===== config.mk =====
export PLATFORM = sky130hd
export DESIGN_NAME = bcd_datapath
export DESIGN_NICKNAME = d
export VERILOG_FILES = /design/src/bcd_pkg.sv /design/src/bcd_datapath.sv
export SDC_FILE = /design/constraint.sdc
export NUM_CORES = 1
export LEC_CHECK = 0
export BUFFER_PORTS_ARGS = -buffer_cell sky130_fd_sc_hd__buf_4
export CAP_MARGIN = 20
export CORE_UTILIZATION = 65
export CTS_BUF_LIST = sky130_fd_sc_hd__clkbuf_16
export DETAILED_ROUTE_END_ITERATION = 8
export PLACE_DENSITY = 0.85
export SETUP_SLACK_MARGIN = 0.1
export SLEW_MARGIN = 20
export SYNTH_ARGS = -nofsm -noshare
export SYNTH_HDL_FRONTEND = slang
export SYNTH_SLANG_ARGS = --single-unit

===== constraint.sdc =====
create_clock -name clock_i -period 2.1 [get_ports clock_i]
set_input_delay 0.105 -clock clock_i [delete_from_list [all_inputs] [get_ports clock_i]]
set_output_delay 0.105 -clock clock_i [all_outputs]
set_load 0.02 [all_outputs]

===== src/bcd_pkg.sv =====
/*
  package for the bit-count, conditional-op and divide datapath:
  operation codes, carrier structs, register map and shift amounts.
  assumes the core's decode logic produces bcd_req_t once per cycle.
*/
package bcd_pkg;

  // ----------------------------------------------------------------
  // operation select
  // ----------------------------------------------------------------
  typedef enum logic [3:0] {
    op_lead_sign               = 4'h0,
    op_lead_sign_half          = 4'h1,
    op_lead_zero               = 4'h2,
    op_lead_zero_half          = 4'h3,
    op_cond_move               = 4'h4,
    op_cond_move_not           = 4'h5,
    op_cond_sub                = 4'h6,
    op_cond_sub_not            = 4'h7,
    op_dbl_extract             = 4'h8,
    op_div_adjust              = 4'h9,
    op_div_setup_word          = 4'ha,
    op_div_setup_word_unsigned = 4'hb,
    op_div_setup_byte          = 4'hc,
    divide_setup_byte_unsigned = 4'hd,
    op_div_setup_half          = 4'he,
    divide_setup_half_unsigned = 4'hf
  } bcd_op_t;

  // ----------------------------------------------------------------
  // carriers
  // ----------------------------------------------------------------
  typedef struct packed {
    logic        valid;        // one-cycle request strobe
    bcd_op_t     op;
    logic [31:0] opa;          // first source / old destination / quotient word
    logic [31:0] opb;          // second source / divisor
    logic [31:0] cond;         // condition reg, position reg or remainder word
    logic [3:0]  imm_four_bit; // short immediate for conditional move
    logic [4:0]  imm_pos;      // immediate extract position
    logic        use_imm;      // take the immediate instead of a register
  } bcd_req_t;

  typedef struct packed {
    logic        valid;  // answer strobe
    logic        wr_en;  // destination must be written
    logic        pair;   // write hi as well (register pair)
    logic [31:0] lo;
    logic [31:0] hi;
  } bcd_res_t;

  typedef struct packed {
    logic ofl_flag;
    logic sticky_ofl_flag;
    logic advance_ofl_flag;
    logic sticky_advance_ofl_flag;
  } bcd_flags_t;

  // ----------------------------------------------------------------
  // register map (byte addresses) and fields
  // ----------------------------------------------------------------
  localparam logic [11:0] REG_CTRL    = 12'h000;
  localparam logic [11:0] REG_STATUS  = 12'h004;
  localparam logic [11:0] REG_LAST_LO = 12'h008;
  localparam logic [11:0] REG_LAST_HI = 12'h00c;

  localparam int          CTRL_EN_BIT  = 0;
  localparam logic        CTRL_EN_RST  = 1'b1;
  localparam int          ST_OFL_BIT   = 0;
  localparam int          ST_SOFL_BIT  = 1;
  localparam int          ST_AOFL_BIT  = 2;
  localparam int          ST_SAOFL_BIT = 3;

  // ----------------------------------------------------------------
  // divide setup shift amounts
  // ----------------------------------------------------------------
  localparam logic [5:0] SHIFT_WORD = 6'h00;
  localparam logic [5:0] SHIFT_HALF = 6'h10;
  localparam logic [5:0] SHIFT_BYTE = 6'h18;

endpackage


===== src/bcd_datapath.sv =====
/*
  bit-count / conditional-op / divide-helper execution datapath with an
  apb slave for control and status.
  assumes decode presents register values in bcd_req_t and writeback
  takes bcd_res_t one cycle later; all on clock_i.
  limitation: the divide step itself is not here; setup and
  adjust only bracket an iterative divide done elsewhere.
  a request made while disabled is dropped, not held.
*/
// Chosen here: the register addresses and the APB slave port.
//
// Notes on behaviour
// - word sign count: bits below 31 equal 31
// - halfword sign count per 16-bit half
// - word zero count from bit 31, 32 max
// - halfword zero count per half
// - move when implicit register non-zero
// - move when implicit register is zero
// - subtract when condition non-zero else pass
// - subtract when condition zero else pass
// - subtract flags change only when subtracting
// - extract bits 63:32 of shifted pair
// - same or different source registers both work
// - adjust quotient low, remainder high word
// - exact negative division: zero remainder, bump quotient
// - ones-complement negatives become twos-complement
// - divide ops update overflow and sticky overflow
// - setup extends dividend to 64 and shifts
// - shift 0 word, 16 half, 24 byte
// - vacated bits take quotient sign
// - overflow when remainder magnitude reaches divisor

`timescale 1ns/1ps

module bcd_datapath (
  // clock and reset
  input  wire logic                clock_i,
  input  wire logic                resetn_i,
  // operation request from decode
  input  wire bcd_pkg::bcd_req_t   req_i,
  // result and flags to writeback
  output logic                     [0:0] unused_o_dummy_never,
  output bcd_pkg::bcd_res_t        res_o,
  output bcd_pkg::bcd_flags_t      flags_o,
  // apb slave
  input  wire logic                psel_i,
  input  wire logic                penable_i,
  input  wire logic                pwrite_i,
  input  wire logic [11:0]         paddr_i,
  input  wire logic [31:0]         pwdata_i,
  output logic      [31:0]         prdata_o,
  output logic                     pready_o,
  output logic                     pslverr_o
);
  import bcd_pkg::*;

  // ----------------------------------------------------------------
  // state
  // ----------------------------------------------------------------
  // registered answer, flags and bus state
  bcd_res_t   res_reg,   res_next;
  bcd_flags_t flags_reg, flags_next;
  logic       enable_reg;
  logic [31:0] prdata_reg;
  logic        pready_reg;
  logic        pslverr_reg;

  // flag update strobes from the result mux
  logic        upd_v, upd_av, v_new, av_new;
  logic        take;
  logic        apb_wr;
  logic [3:0]  status_clr;
  logic        addr_ok;

  // spare output, tied low
  assign unused_o_dummy_never = 1'b0;

  // ----------------------------------------------------------------
  // helpers
  // ----------------------------------------------------------------
  // zeros above the first one; all callers but the word zero count pad so a one always exists below
  // one loop serves every width; it flattens to a priority encoder
  function automatic logic [5:0] lead_zeros(input logic [31:0] v);
    logic [5:0] n;
    logic       hit;
    n   = 6'h00;
    hit = 1'b0;
    for (int i = 31; i >= 0; i--) begin
      if (v[i]) begin
        hit = 1'b1;
      end else if (!hit) begin
        n = n + 6'h01;
      end
    end
    return n;
  endfunction

  // short move immediate, sign-extended
  function automatic logic [31:0] sext4(input logic [3:0] v);
    return {{28{v[3]}}, v};
  endfunction

  // magnitude of a signed word, 33 bits so that the most negative fits
  function automatic logic [32:0] mag(input logic [31:0] v);
    return v[31] ? (33'h0 - {v[31], v}) : {1'b0, v};
  endfunction

  // ----------------------------------------------------------------
  // operation datapath
  // ----------------------------------------------------------------
  logic [32:0] diff;
  logic        sub_ofl;
  logic [63:0] pair_shift;
  logic [4:0]  pos;
  logic [63:0] ext;
  logic [63:0] fill;
  logic [63:0] setup;
  logic [5:0]  shamt;
  logic        sgn;
  logic        qsign;
  logic        rem_neg, quo_neg;
  logic [31:0] rem_mag, quo_mag;
  logic [5:0]  half_sign [2];
  logic [5:0]  half_zero [2];

  // requests count only while enabled
  assign take = req_i.valid & enable_reg;

  // shared subtractor; overflow when operand signs differ and result flips
  // the extra bit keeps the borrow out of the sign
  assign diff    = {req_i.opa[31], req_i.opa} - {req_i.opb[31], req_i.opb};
  assign sub_ofl = (req_i.opa[31] != req_i.opb[31]) && (diff[31] != req_i.opa[31]);

  // pair treated as one 64-bit value, so aliased sources need no special path
  // only the low five position bits count
  assign pos        = req_i.use_imm ? req_i.imm_pos : req_i.cond[4:0];
  assign pair_shift = {req_i.opa, req_i.opb} << pos;

  // divide setup: extend, shift, fill with the expected quotient sign
  // shift amount follows the expected quotient size
  always_comb begin
    case (req_i.op)
      op_div_setup_half, divide_setup_half_unsigned: shamt = SHIFT_HALF;
      op_div_setup_byte, divide_setup_byte_unsigned: shamt = SHIFT_BYTE;
      default:                                       shamt = SHIFT_WORD;
    endcase
  end

  // unsigned forms never fill: their quotient sign is zero
  assign sgn   = (req_i.op == op_div_setup_word) || (req_i.op == op_div_setup_half) ||
                 (req_i.op == op_div_setup_byte);
  // signed forms sign-extend, unsigned ones zero-extend
  assign ext   = {{32{sgn & req_i.opa[31]}}, req_i.opa};
  assign qsign = sgn & (req_i.opa[31] ^ req_i.opb[31]);
  // the fill replaces leading steps that only copy the sign
  assign fill  = (64'h1 << shamt) - 64'h1;
  assign setup = (ext << shamt) | (qsign ? fill : 64'h0);

  // divide adjust: remainder sign follows the original dividend
  // negatives arrive in ones-complement; inverting gives the
  // magnitude, negating that later gives twos-complement
  assign rem_neg = req_i.cond[31];
  assign quo_neg = req_i.opa[31];
  assign rem_mag = rem_neg ? ~req_i.cond : req_i.cond;
  assign quo_mag = quo_neg ? ~req_i.opa  : req_i.opa;

  // one count pair per half; the pad stops each count at the half boundary
  for (genvar g = 0; g < 2; g++) begin : g_half
    assign half_sign[g] = lead_zeros({req_i.opa[16*g+14 -: 15] ^ {15{req_i.opa[16*g+15]}}, 17'h1ffff});
    assign half_zero[g] = lead_zeros({req_i.opa[16*g+15 -: 16], 16'hffff});
  end

  // ----------------------------------------------------------------
  // result selection
  // ----------------------------------------------------------------
  always_comb begin
    logic [32:0] bmag;
    logic [31:0] rm, qm;
    bmag     = mag(req_i.opb);
    rm       = rem_mag;
    qm       = quo_mag;
    res_next = '0;
    upd_v    = 1'b0;
    upd_av   = 1'b0;
    v_new    = 1'b0;
    av_new   = 1'b0;
    res_next.valid = take;
    res_next.wr_en = take;
    // counts are zero-extended into their word or half
    case (req_i.op)
      op_lead_sign: begin
        res_next.lo = {26'h0, lead_zeros({req_i.opa[30:0] ^ {31{req_i.opa[31]}}, 1'b1})};
      end
      op_lead_sign_half: begin
        res_next.lo = {11'h0, half_sign[1][4:0], 11'h0, half_sign[0][4:0]};
      end
      op_lead_zero: begin
        res_next.lo = {26'h0, lead_zeros(req_i.opa)};
      end
      op_lead_zero_half: begin
        res_next.lo[31:16] = {10'h0, half_zero[1]};
        res_next.lo[15:0]  = {10'h0, half_zero[0]};
      end
      op_cond_move, op_cond_move_not: begin
        // no write at all when the condition fails, destination keeps its value
        res_next.lo    = req_i.use_imm ? sext4(req_i.imm_four_bit) : req_i.opb;
        res_next.wr_en = take & ((req_i.op == op_cond_move) ? (req_i.cond != 32'h0)
                                                            : (req_i.cond == 32'h0));
      end
      op_cond_sub, op_cond_sub_not: begin
        // a skipped subtraction passes opa and keeps every flag
        upd_v  = (req_i.op == op_cond_sub) ? (req_i.cond != 32'h0)
                                           : (req_i.cond == 32'h0);
        upd_av = upd_v;
        res_next.lo = upd_v ? diff[31:0] : req_i.opa;
        v_new  = sub_ofl;
        av_new = diff[31] ^ diff[30];
      end
      op_dbl_extract: begin
        // top word of the shifted pair
        res_next.lo = pair_shift[63:32];
      end
      op_div_adjust: begin
        // exact negative division leaves the remainder a divisor too large
        if (rem_neg && ({1'b0, rm} == bmag)) begin
          rm = 32'h0;
          qm = qm + 32'h1;
        end
        res_next.pair = 1'b1;
        // quotient to lo, remainder to hi
        res_next.lo   = quo_neg ? (32'h0 - qm) : qm;
        res_next.hi   = rem_neg ? (32'h0 - rm) : rm;
        upd_v = 1'b1;
        // a zero divisor gives no valid quotient
        v_new = (req_i.opb == 32'h0);
      end
      default: begin
        // the six divide setup forms
        res_next.pair = 1'b1;
        res_next.lo   = setup[31:0];
        res_next.hi   = setup[63:32];
        upd_v = 1'b1;
        v_new = sgn ? (mag(setup[63:32]) >= bmag)
                    : ({1'b0, setup[63:32]} >= {1'b0, req_i.opb});
      end
    endcase
  end

  // ----------------------------------------------------------------
  // status flags: hardware set beats a software clear in the same cycle
  // ----------------------------------------------------------------
  // ofl and advance ofl follow the last updating operation;
  // sticky copies gather until software writes ones
  always_comb begin
    flags_next = flags_reg;
    if (take && upd_v) begin
      flags_next.ofl_flag = v_new;
    end
    if (take && upd_av) begin
      flags_next.advance_ofl_flag = av_new;
    end
    flags_next.sticky_ofl_flag = (flags_reg.sticky_ofl_flag & ~status_clr[ST_SOFL_BIT]) |
                                 (take & upd_v & v_new);
    flags_next.sticky_advance_ofl_flag =
      (flags_reg.sticky_advance_ofl_flag & ~status_clr[ST_SAOFL_BIT]) |
      (take & upd_av & av_new);
  end

  // result register feeding writeback
  // valid and wr_en mark real results; data is rebuilt each cycle
  always_ff @(posedge clock_i or negedge resetn_i) begin
    if (!resetn_i) begin
      res_reg <= '0;
    end else begin
      res_reg <= res_next;
    end
  end

  // flag register
  // flags reset clear so no stale overflow survives
  always_ff @(posedge clock_i or negedge resetn_i) begin
    if (!resetn_i) begin
      flags_reg <= '0;
    end else begin
      flags_reg <= flags_next;
    end
  end

  // ----------------------------------------------------------------
  // apb slave: one wait-free access phase, pready raised from setup
  // ----------------------------------------------------------------
  // unmapped offsets answer with an error and read zero
  assign addr_ok = (paddr_i == REG_CTRL) || (paddr_i == REG_STATUS) ||
                   (paddr_i == REG_LAST_LO) || (paddr_i == REG_LAST_HI);
  assign apb_wr  = psel_i & penable_i & pready_reg & pwrite_i & addr_ok;
  // write one to a sticky bit clears it
  // ofl and advance ofl ignore software writes
  assign status_clr = (apb_wr && (paddr_i == REG_STATUS)) ? pwdata_i[3:0] : 4'h0;

  // control register: enable gates request acceptance
  // clearing enable drops requests; answers in flight still arrive
  always_ff @(posedge clock_i or negedge resetn_i) begin
    if (!resetn_i) begin
      enable_reg <= CTRL_EN_RST;
    end else if (apb_wr && (paddr_i == REG_CTRL)) begin
      enable_reg <= pwdata_i[CTRL_EN_BIT];
    end
  end

  // handshake and read data are captured in the setup cycle
  // no wait state: pready is high in the first access cycle
  always_ff @(posedge clock_i or negedge resetn_i) begin
    if (!resetn_i) begin
      pready_reg  <= 1'b0;
      pslverr_reg <= 1'b0;
      prdata_reg  <= 32'h0;
    end else begin
      pready_reg  <= psel_i & ~penable_i;
      pslverr_reg <= psel_i & ~penable_i & ~addr_ok;
      if (psel_i && !penable_i && !pwrite_i) begin
        case (paddr_i)
          REG_CTRL:    prdata_reg <= {31'h0, enable_reg};
          REG_STATUS:  prdata_reg <= {28'h0, flags_reg.sticky_advance_ofl_flag, flags_reg.advance_ofl_flag,
                                      flags_reg.sticky_ofl_flag, flags_reg.ofl_flag};
          REG_LAST_LO: prdata_reg <= res_reg.lo;
          REG_LAST_HI: prdata_reg <= res_reg.hi;
          default:     prdata_reg <= 32'h0;
        endcase
      end
    end
  end

  // every output except the tied-low spare comes straight from a register
  assign res_o     = res_reg;
  assign flags_o   = flags_reg;
  assign prdata_o  = prdata_reg;
  assign pready_o  = pready_reg;
  assign pslverr_o = pslverr_reg;

endmodule // bcd_datapath


==> results of run 1 <==
[per-stage QoR]
stage	instances	utilization (%)	setup TNS, ns	setup WS, ns	hold slack (ns)
floorplan	4086	-	-216.82	-15.66	-0.191
detailed placement	5957	95.1	-266.81	-15.97	0.171
global placement	5957	95.1	-234.53	-14.15	0.150
[synthesized netlist by cell type (21+ instances only)]
cell type	n	area (µm²)
o22ai_1	35	219
and2_1	42	263
mux2_2	32	360
xnor2_1	276	2420
or3_1	37	231
a31oi_1	36	225
buf_1	40	150
mux2i_1	192	1920
a21o_1	55	413
a221oi_1	36	315
o21ai_0	339	1700
o21a_1	21	158
clkbuf_1	227	852
dfrtp_1	105	2630
xnor3_1	27	608
nor4_1	31	194
and3_1	68	425
a211oi_1	51	383
o2111ai_1	24	210
or2_2	32	200
a21oi_1	306	1530
inv_1	142	533
xor2_1	129	1130
a22oi_1	41	308
nand3_1	136	681
nor2b_1	57	357
nor2_1	353	1330
nand2_1	469	1760
ha_1	189	2360
nand4_1	53	332
nand2b_1	47	294
o31ai_1	24	180
nor3_1	113	566
[logic make-up after synthesis]
group           synth area share, %
simple gates                   25.7
compound gates                 25.3
xor+xnor                       16.2
buf+inv                        5.77
mux                            9.22
fa+ha+maj                      8.53
flops                          9.37
other cells                  0.0265
==> impl_metrics.json, run 1 <==
{
  "outcome": "aborted with a tool error",
  "post-cts-setup-buffer-count": 143,
  "htree_levels": 3,
  "synthesis.yosys.warnings": 0,
  "gp_congestion": 1.24,
  "synth.yosys.seq_area_share_pct": 9.37,
  "place_area_um2": 40900,
  "cts_root_buf": "clkbuf_16",
  "row_count": 76,
  "ctsLongestPathBuffers": 2,
  "postCtsHoldBufs": 2,
  "synth_area_um2": 28300,
  "async_flop_share_pct": 100,
  "error_line": "[ERROR DPL-0038] Utilization greater than 100%, impossible to legalize",
  "initial_core_util_pct": 65.9,
  "synth_flop_cell": "dfrtp_1",
  "synth-seq-cells": 106,
  "io_buffers": 235,
  "die_h_um": 211,
  "detailed_place_hpwl_mm": 137,
  "last-stage-reached": "4_1_cts",
  "synth.distinct_cells": 102,
  "syn_inst": 4078,
  "syn_area_cell_um2": 6.94,
  "clock-sinks": 106,
  "die_width_um": 211,
  "top_level_ports": 266,
  "cts.repair.resized": 545,
  "synth-edff-count": 0,
  "numCtsBuffers": 9
}
==> run 2: changes to the inputs <==
CORE_UTILIZATION = 40   (was 65)
CTS_BUF_LIST = not set   (was sky130_fd_sc_hd__clkbuf_16)
PLACE_DENSITY = not set   (was 0.85)
PLACE_DENSITY_LB_ADDON = 0.15   (was not set)
SETUP_SLACK_MARGIN = not set   (was 0.1)
==> impl_metrics.json, run 2 <==
{
  "routed_wirelength_mm": 144,
  "clk_latency_ns": 0.38,
  "slew_headroom_pct": 47.1,
  "layout-drive-gt1-share_pct": 41.6,
  "synth.yosys.seq_area_share_pct": 9.37,
  "ant_nets": 0,
  "numCtsBuffers": 9,
  "yosys.area_share.simple_pct": 25.7,
  "largest_register_ffs": 67,
  "wl_per_cell_um": 21.8,
  "syn_area_cell_um2": 6.94,
  "tightestPinTransition_ns": 0.794,
  "synth-edff-count": 0,
  "timing.setup.critical_path_class": "in -> reg",
  "synthesis.yosys.warnings": 0,
  "regToRegSetupSlack_ns": 0.69,
  "synth_xor_xnor_area_share_pct": 16.2,
  "post_synth_mux_area_share_pct": 9.22,
  "via_per_inst": 5.72,
  "fillerInstances": 6265,
  "die_width_um": 268,
  "cp.buffers_inverters": 8,
  "final-hold-violation-count": 0,
  "critical_path.startpoint_type": "input pin",
  "detailed_place_hpwl_mm": 116,
  "ctsLongestPathBuffers": 2,
  "min_from": "req_i[110]",
  "drt_first_iter_violations": 3492,
  "period_needed_ns": 15.93,
  "layout.nets": 6018,
  "worst_ep_arrival_time_ns": 16.24,
  "cpLargestDelayFamily": "adder cells",
  "hold-worst-slack_ns": 0.0313,
  "critical_path.max_stage_delay_ns": 0.30,
  "wire_length_of_the_first_global_routing_pass_mm": 210,
  "max_vdd_drop_uv": 545,
  "row_count": 97,
  "synthTopCellsByArea": "dfrtp_1 9.3%, xnor2_1 8.5%, ha_1 8.4%",
  "p_per_area_nw_per_um2": 315,
  "htree_levels": 3,
  "floorplan.die_area_um2": 71800,
  "min_path_cells": 3,
  "cpMaxStageDelayCell": "ha_1",
  "worst_r2r_path_depth": 3,
  "synth_area_um2": 28300,
  "timing.critical_path.mode_cell": "ha_1",
  "synth_fa_ha_area_share_pct": 8.53,
  "violations_in_the_final_reports": "negative setup slack",
  "drv_cap": 0,
  "syn_inst": 4078,
  "ys_top_cells_by_count": "469 x nand2_1, 353 x nor2_1, 339 x o21ai_0, 306 x a21oi_1, 276 x xnor2_1",
  "fp.coreArea_um2": 70000,
  "layout_commonest_cell": "buf_4",
  "gp_congestion": 1.07,
  "hp-class": "in -> reg",
  "first_global_vias": 35600,
  "async_flop_share_pct": 100,
  "drv_slew": 0,
  "rsz0062_at_grt": "yes",
  "drt_pre_antenna_iters": 6,
  "dominant_combinational_cell_family_by_area_after_synthesis": "simple AND/OR/NAND/NOR gates",
  "via_count": 37900,
  "grt-ovfl-total": 0,
  "outcome": "finished with violations",
  "setup_viol_count_final": 68,
  "clkSlewWorstSetupHoldPaths_ns": 0.10,
  "yosys.cell_count.top_type": "nand2_1",
  "synth.largest_area_cell": "dfrtp_1",
  "grt_util_all_layers_pct": 38.3,
  "layout.cells.most_common_list": "1760 x buf_4, 429 x nand2_1, 321 x nor2_1, 256 x a21oi_1, 255 x xnor2_1",
  "final-seq-area_um2": 2650,
  "timing.fmax_mhz": 62.8,
  "initial_antenna_violation_count": 6,
  "regToRegEndpoint": "prdata_o[3]",
  "synth.distinct_cells": 102,
  "cp.required_ns": 2.41,
  "cp_capture_type": "flip-flop",
  "post-route-worst-setup-slack_ns": -13.83,
  "design_power_total_mw": 14.5,
  "clock-sinks": 106,
  "cts_tree": "built",
  "initial_core_util_pct": 40.4,
  "drc": 0,
  "die_h_um": 268,
  "cts_root_buf": "clkbuf_16",
  "io_buffers": 235,
  "area_growth_pct": 62.4,
  "p_leak_nw": 21.5,
  "synth_compound_gate_area_share_pct": 25.3,
  "grt_max_degree": 67,
  "synth-seq-cells": 106,
  "synth_flop_cell": "dfrtp_1",
  "worstPathMaxFanout": 4,
  "timing.clock.skew_ns": 0.0284,
  "min_to": "res_o[65]",
  "finalCritPeriodShare_pct": 759,
  "yosys.area.top_type_share_pct": 9.28,
  "multi_input_area_um2": 26600,
  "top_level_ports": 266,
  "regToRegStartpoint": "res_o[35]"
}
-- run 2: cell counts after synthesis --
No cell type changed its count.
-- run 2: worst register-to-register path, stage by stage (launching register included) --
cell	delay, ns
dfrtp_1	0.70
mux2_2	0.32
a22oi_1	0.08
o31ai_1	0.20
-- run 2: worst max-delay path by stage --
stage	start	end	slack, ns	depth (start not counted)
finish	req_i[105]	res_o[36]	-13.83	103
global route	req_i[103]	res_o[36]	-14.66	103
CTS	req_i[105]	res_o[36]	-13.86	104
detailed placement	req_i[104]	res_o[36]	-14.69	104
global placement	req_i[104]	res_o[36]	-14.38	104
floorplan	req_i[105]	res_o[36]	-15.66	113
-- run 2: per-layer routing --
layer | part of all wire [%] | GRT usage, %
met4 | 5.8 | 18.8
met2 | 44 | 61.1
met5 | 0.025 | 0
met1 | 42 | 50.2
met3 | 8.5 | 5.99
-- run 2: cell families (layout without fill, tap and decap cells) --
kind of cell / after synthesis / after routing
AND/OR/NAND/NOR: 1511 / 1511
AO/OA/AOI/OAI: 1144 / 1144
XOR/XNOR: 451 / 451
buffers and inverters: 431 / 2018
multiplexers: 240 / 240
adder cells (fa/ha/maj): 193 / 193
flip-flops: 106 / 106
other: 2 / 12
-- run 2: through the flow --
stage	setup slack, ns	util (%)	cell area (µm²)	setup TNS (ns)	cells
after floorplan	-15.66	-	29500	-216.82	4086
after global placement	-14.38	60.5	42300	-248.33	6436
after detailed placement	-14.69	60.5	42300	-253.10	6436
after CTS	-13.86	63.5	44500	-205.32	6557
after global routing	-14.66	65.7	46000	-229.13	6614
final	-13.83	65.7	46000	-213.79	6615
-- run 2: final cells by class --
type / instances / area share [%]
flip-flops and latches: 106 / 5.77
clock inverters: 6 / 0.112
diodes: 2 / 0.0109
inverters: 153 / 1.31
clock buffers: 10 / 0.498
repair buffers: 1849 / 31.8
well taps: 940 / 2.56
multi-input cells: 3549 / 57.9
-- run 2: what timing repair did --
action,in CTS,in global routing
cloned,0,4
hold buffers,3,0
setup buffers,110,63
pin swaps,154,156
resized for setup,241,233
endpoints found under the setup margin,68,68
endpoints found under the hold margin,34,0
-- run 2: report_power, final --
part	total, mW	leakage [nW]	switching [mW]	internal (mW)
logic	10.4	20.0	5.40	5.01
clock network	1.74	0.127	0.921	0.822
registers	2.31	1.39	0.149	2.16
Power figures use the tool's default switching activity.
==> run 3: changes to the inputs <==
CELL_PAD_IN_SITES_DETAIL_PLACEMENT = 0   (was not set)
CELL_PAD_IN_SITES_GLOBAL_PLACEMENT = 1   (was not set)
CORE_UTILIZATION = 30   (was 40)
==> impl_metrics.json, run 3 (same netlist as run 2, synthesis figures left out) <==
{
  "outcome": "finished with violations",
  "violations_in_the_final_reports": "negative setup slack",
  "layout_commonest_cell": "buf_4",
  "die_width_um": 309,
  "wire_length_of_the_first_global_routing_pass_mm": 224,
  "min_path_cells": 4,
  "drv_slew": 0,
  "tightestPinTransition_ns": 0.858,
  "ctsLongestPathBuffers": 2,
  "final_util_pct": 49.8,
  "largest_register_ffs": 67,
  "hp-class": "in -> reg",
  "design_power_total_mw": 14.6,
  "area_growth_pct": 64.2,
  "final_cell_count_no_fill": 6961,
  "slew_headroom_pct": 42.8,
  "cts_root_buf": "clkbuf_16",
  "worstPathMaxFanout": 4,
  "timing.clock.skew_ns": 0.0320,
  "timing.critical_path.mode_cell": "ha_4",
  "gp_congestion": 0.995,
  "wl_per_cell_um": 21.9,
  "die_h_um": 309,
  "min_to": "flags_o[2]",
  "row_count": 112,
  "top_level_ports": 266,
  "ant_nets": 0,
  "internal_power_mw": 8.05,
  "layout.cells.most_common_list": "1781 x buf_4, 439 x nand2_1, 325 x nor2_1, 264 x xnor2_1, 262 x a21oi_1",
  "detailed_place_hpwl_mm": 126,
  "cp.required_ns": 2.43,
  "cts_tree": "built",
  "via_per_inst": 5.31,
  "clkSlewWorstSetupHoldPaths_ns": 0.11,
  "first_global_vias": 35800,
  "htree_levels": 3,
  "worst_ep_arrival_time_ns": 16.57,
  "final-hold-violation-count": 0,
  "grt-ovfl-total": 0,
  "drc": 0,
  "clk_latency_ns": 0.40,
  "regToRegEndpoint": "prdata_o[1]",
  "min_from": "pwdata_i[1]",
  "cp_capture_type": "flip-flop",
  "initial_core_util_pct": 30.3,
  "clock-sinks": 106,
  "combinationalPowerShare_pct": 71.8,
  "drv_cap": 0,
  "grt_util_all_layers_pct": 31.0,
  "fp.coreArea_um2": 93300,
  "io_buffers": 235,
  "dp_cells": 6837,
  "critical_path.startpoint_type": "input pin",
  "setup_viol_count_final": 68,
  "layout.nets": 6048,
  "proportion_of_total_power_due_to_net_switching_pct": 44.8,
  "dp_slack_ns": -14.85,
  "cpMaxStageDelayCell": "ha_1",
  "timing.setup.critical_path_class": "in -> reg",
  "p_per_area_nw_per_um2": 314,
  "finalCritPeriodShare_pct": 773,
  "floorplan.die_area_um2": 95600,
  "regToRegSetupSlack_ns": 0.59,
  "max_vdd_drop_uv": 370,
  "hold-worst-slack_ns": 0.0156,
  "drt_pre_antenna_iters": 8,
  "power.share.sequential_pct": 15.8,
  "net-switching-power_mw": 6.54,
  "p_leak_nw": 21.6,
  "numCtsBuffers": 9,
  "period_needed_ns": 16.24,
  "grt_max_degree": 71,
  "timing.fmax_mhz": 61.6,
  "regToRegStartpoint": "res_o[33]",
  "via_count": 37000,
  "critical_path.max_stage_delay_ns": 0.32,
  "clock_power_share_pct": 12.4,
  "routed_wirelength_mm": 153,
  "worst_r2r_path_depth": 3,
  "initial_antenna_violation_count": 8,
  "layout-drive-gt1-share_pct": 41.6,
  "post-route-worst-setup-slack_ns": -14.14,
  "rsz0062_at_grt": "yes",
  "drt_first_iter_violations": 2794
}
==> run 3: worst max-delay path: cells and delay by family <==
| kind | cells | cell delay (ns) |
|---|---|---|
| muxes | 13 | 2.32 |
| buffers and inverters | 14 | 1.31 |
| xor gates and xnor gates | 1 | 0.21 |
| adders and majority gates | 26 | 6.74 |
| AOI/OAI and AO/OA | 32 | 4.29 |
| and+or+nand+nor | 21 | 1.60 |
==> run 3: timing repair <==
| item | in CTS | in global routing |
|---|---|---|
| pin swaps | 136 | 145 |
| gates resized for setup | 252 | 206 |
| endpoints found under the setup margin | 68 | 68 |
| hold buffers | 3 | 0 |
| setup buffers | 70 | 48 |
| cloned | 3 | 2 |
| endpoints found under the hold margin | 31 | 0 |
==> run 3: worst max-delay path by stage <==
stage	slack [ns]	start	depth (start not counted)	endpoint
floorplan	-15.66	req_i[105]	113	res_o[36]
global placement	-14.54	req_i[104]	104	res_o[36]
detailed placement	-14.85	req_i[104]	104	res_o[36]
CTS	-14.09	req_i[104]	104	res_o[36]
global route	-15.19	req_i[104]	104	res_o[36]
finish	-14.14	req_i[104]	107	res_o[36]
==> run 3: layout make-up <==
type	count	area (µm²)
clock buffers	10	229
fillers	9499	46800
clock inverters	6	56.3
repair buffers	1878	14800
diodes	4	10.0
well taps	1254	1570
multi-input cells	3550	26500
inverters	153	599
flip-flops and latches	106	2650
==> run 3: power by group through the flow <==
stage / clock [mW] / combinational (mW) / sequential, mW
after global placement: 0 / 9.52 / 2.34
after floorplan: 0 / 4.54 / 2.42
after detailed placement: 0 / 9.57 / 2.34
after CTS: 1.82 / 10.0 / 2.29
final: 1.81 / 10.5 / 2.30
after global routing: 1.90 / 11.2 / 2.31
==> run 3: through the flow <==
step	instance area [µm²]	TNS, ns
finish	46500	-211.15
detailed placement	43300	-252.37
CTS	45300	-207.64
floorplan	29500	-216.82
global route	46500	-227.28
global placement	43300	-250.62
==> run 3: per-layer routing <==
metal  vias up  share of wire, %  global-route usage, %
met5         -             0.028                      0
met1     17500                44                   41.4
li1      18000                 -                      -
met3       246               6.1                   3.45
met4         6               4.0                   10.6
met2      1170                46                   51.5
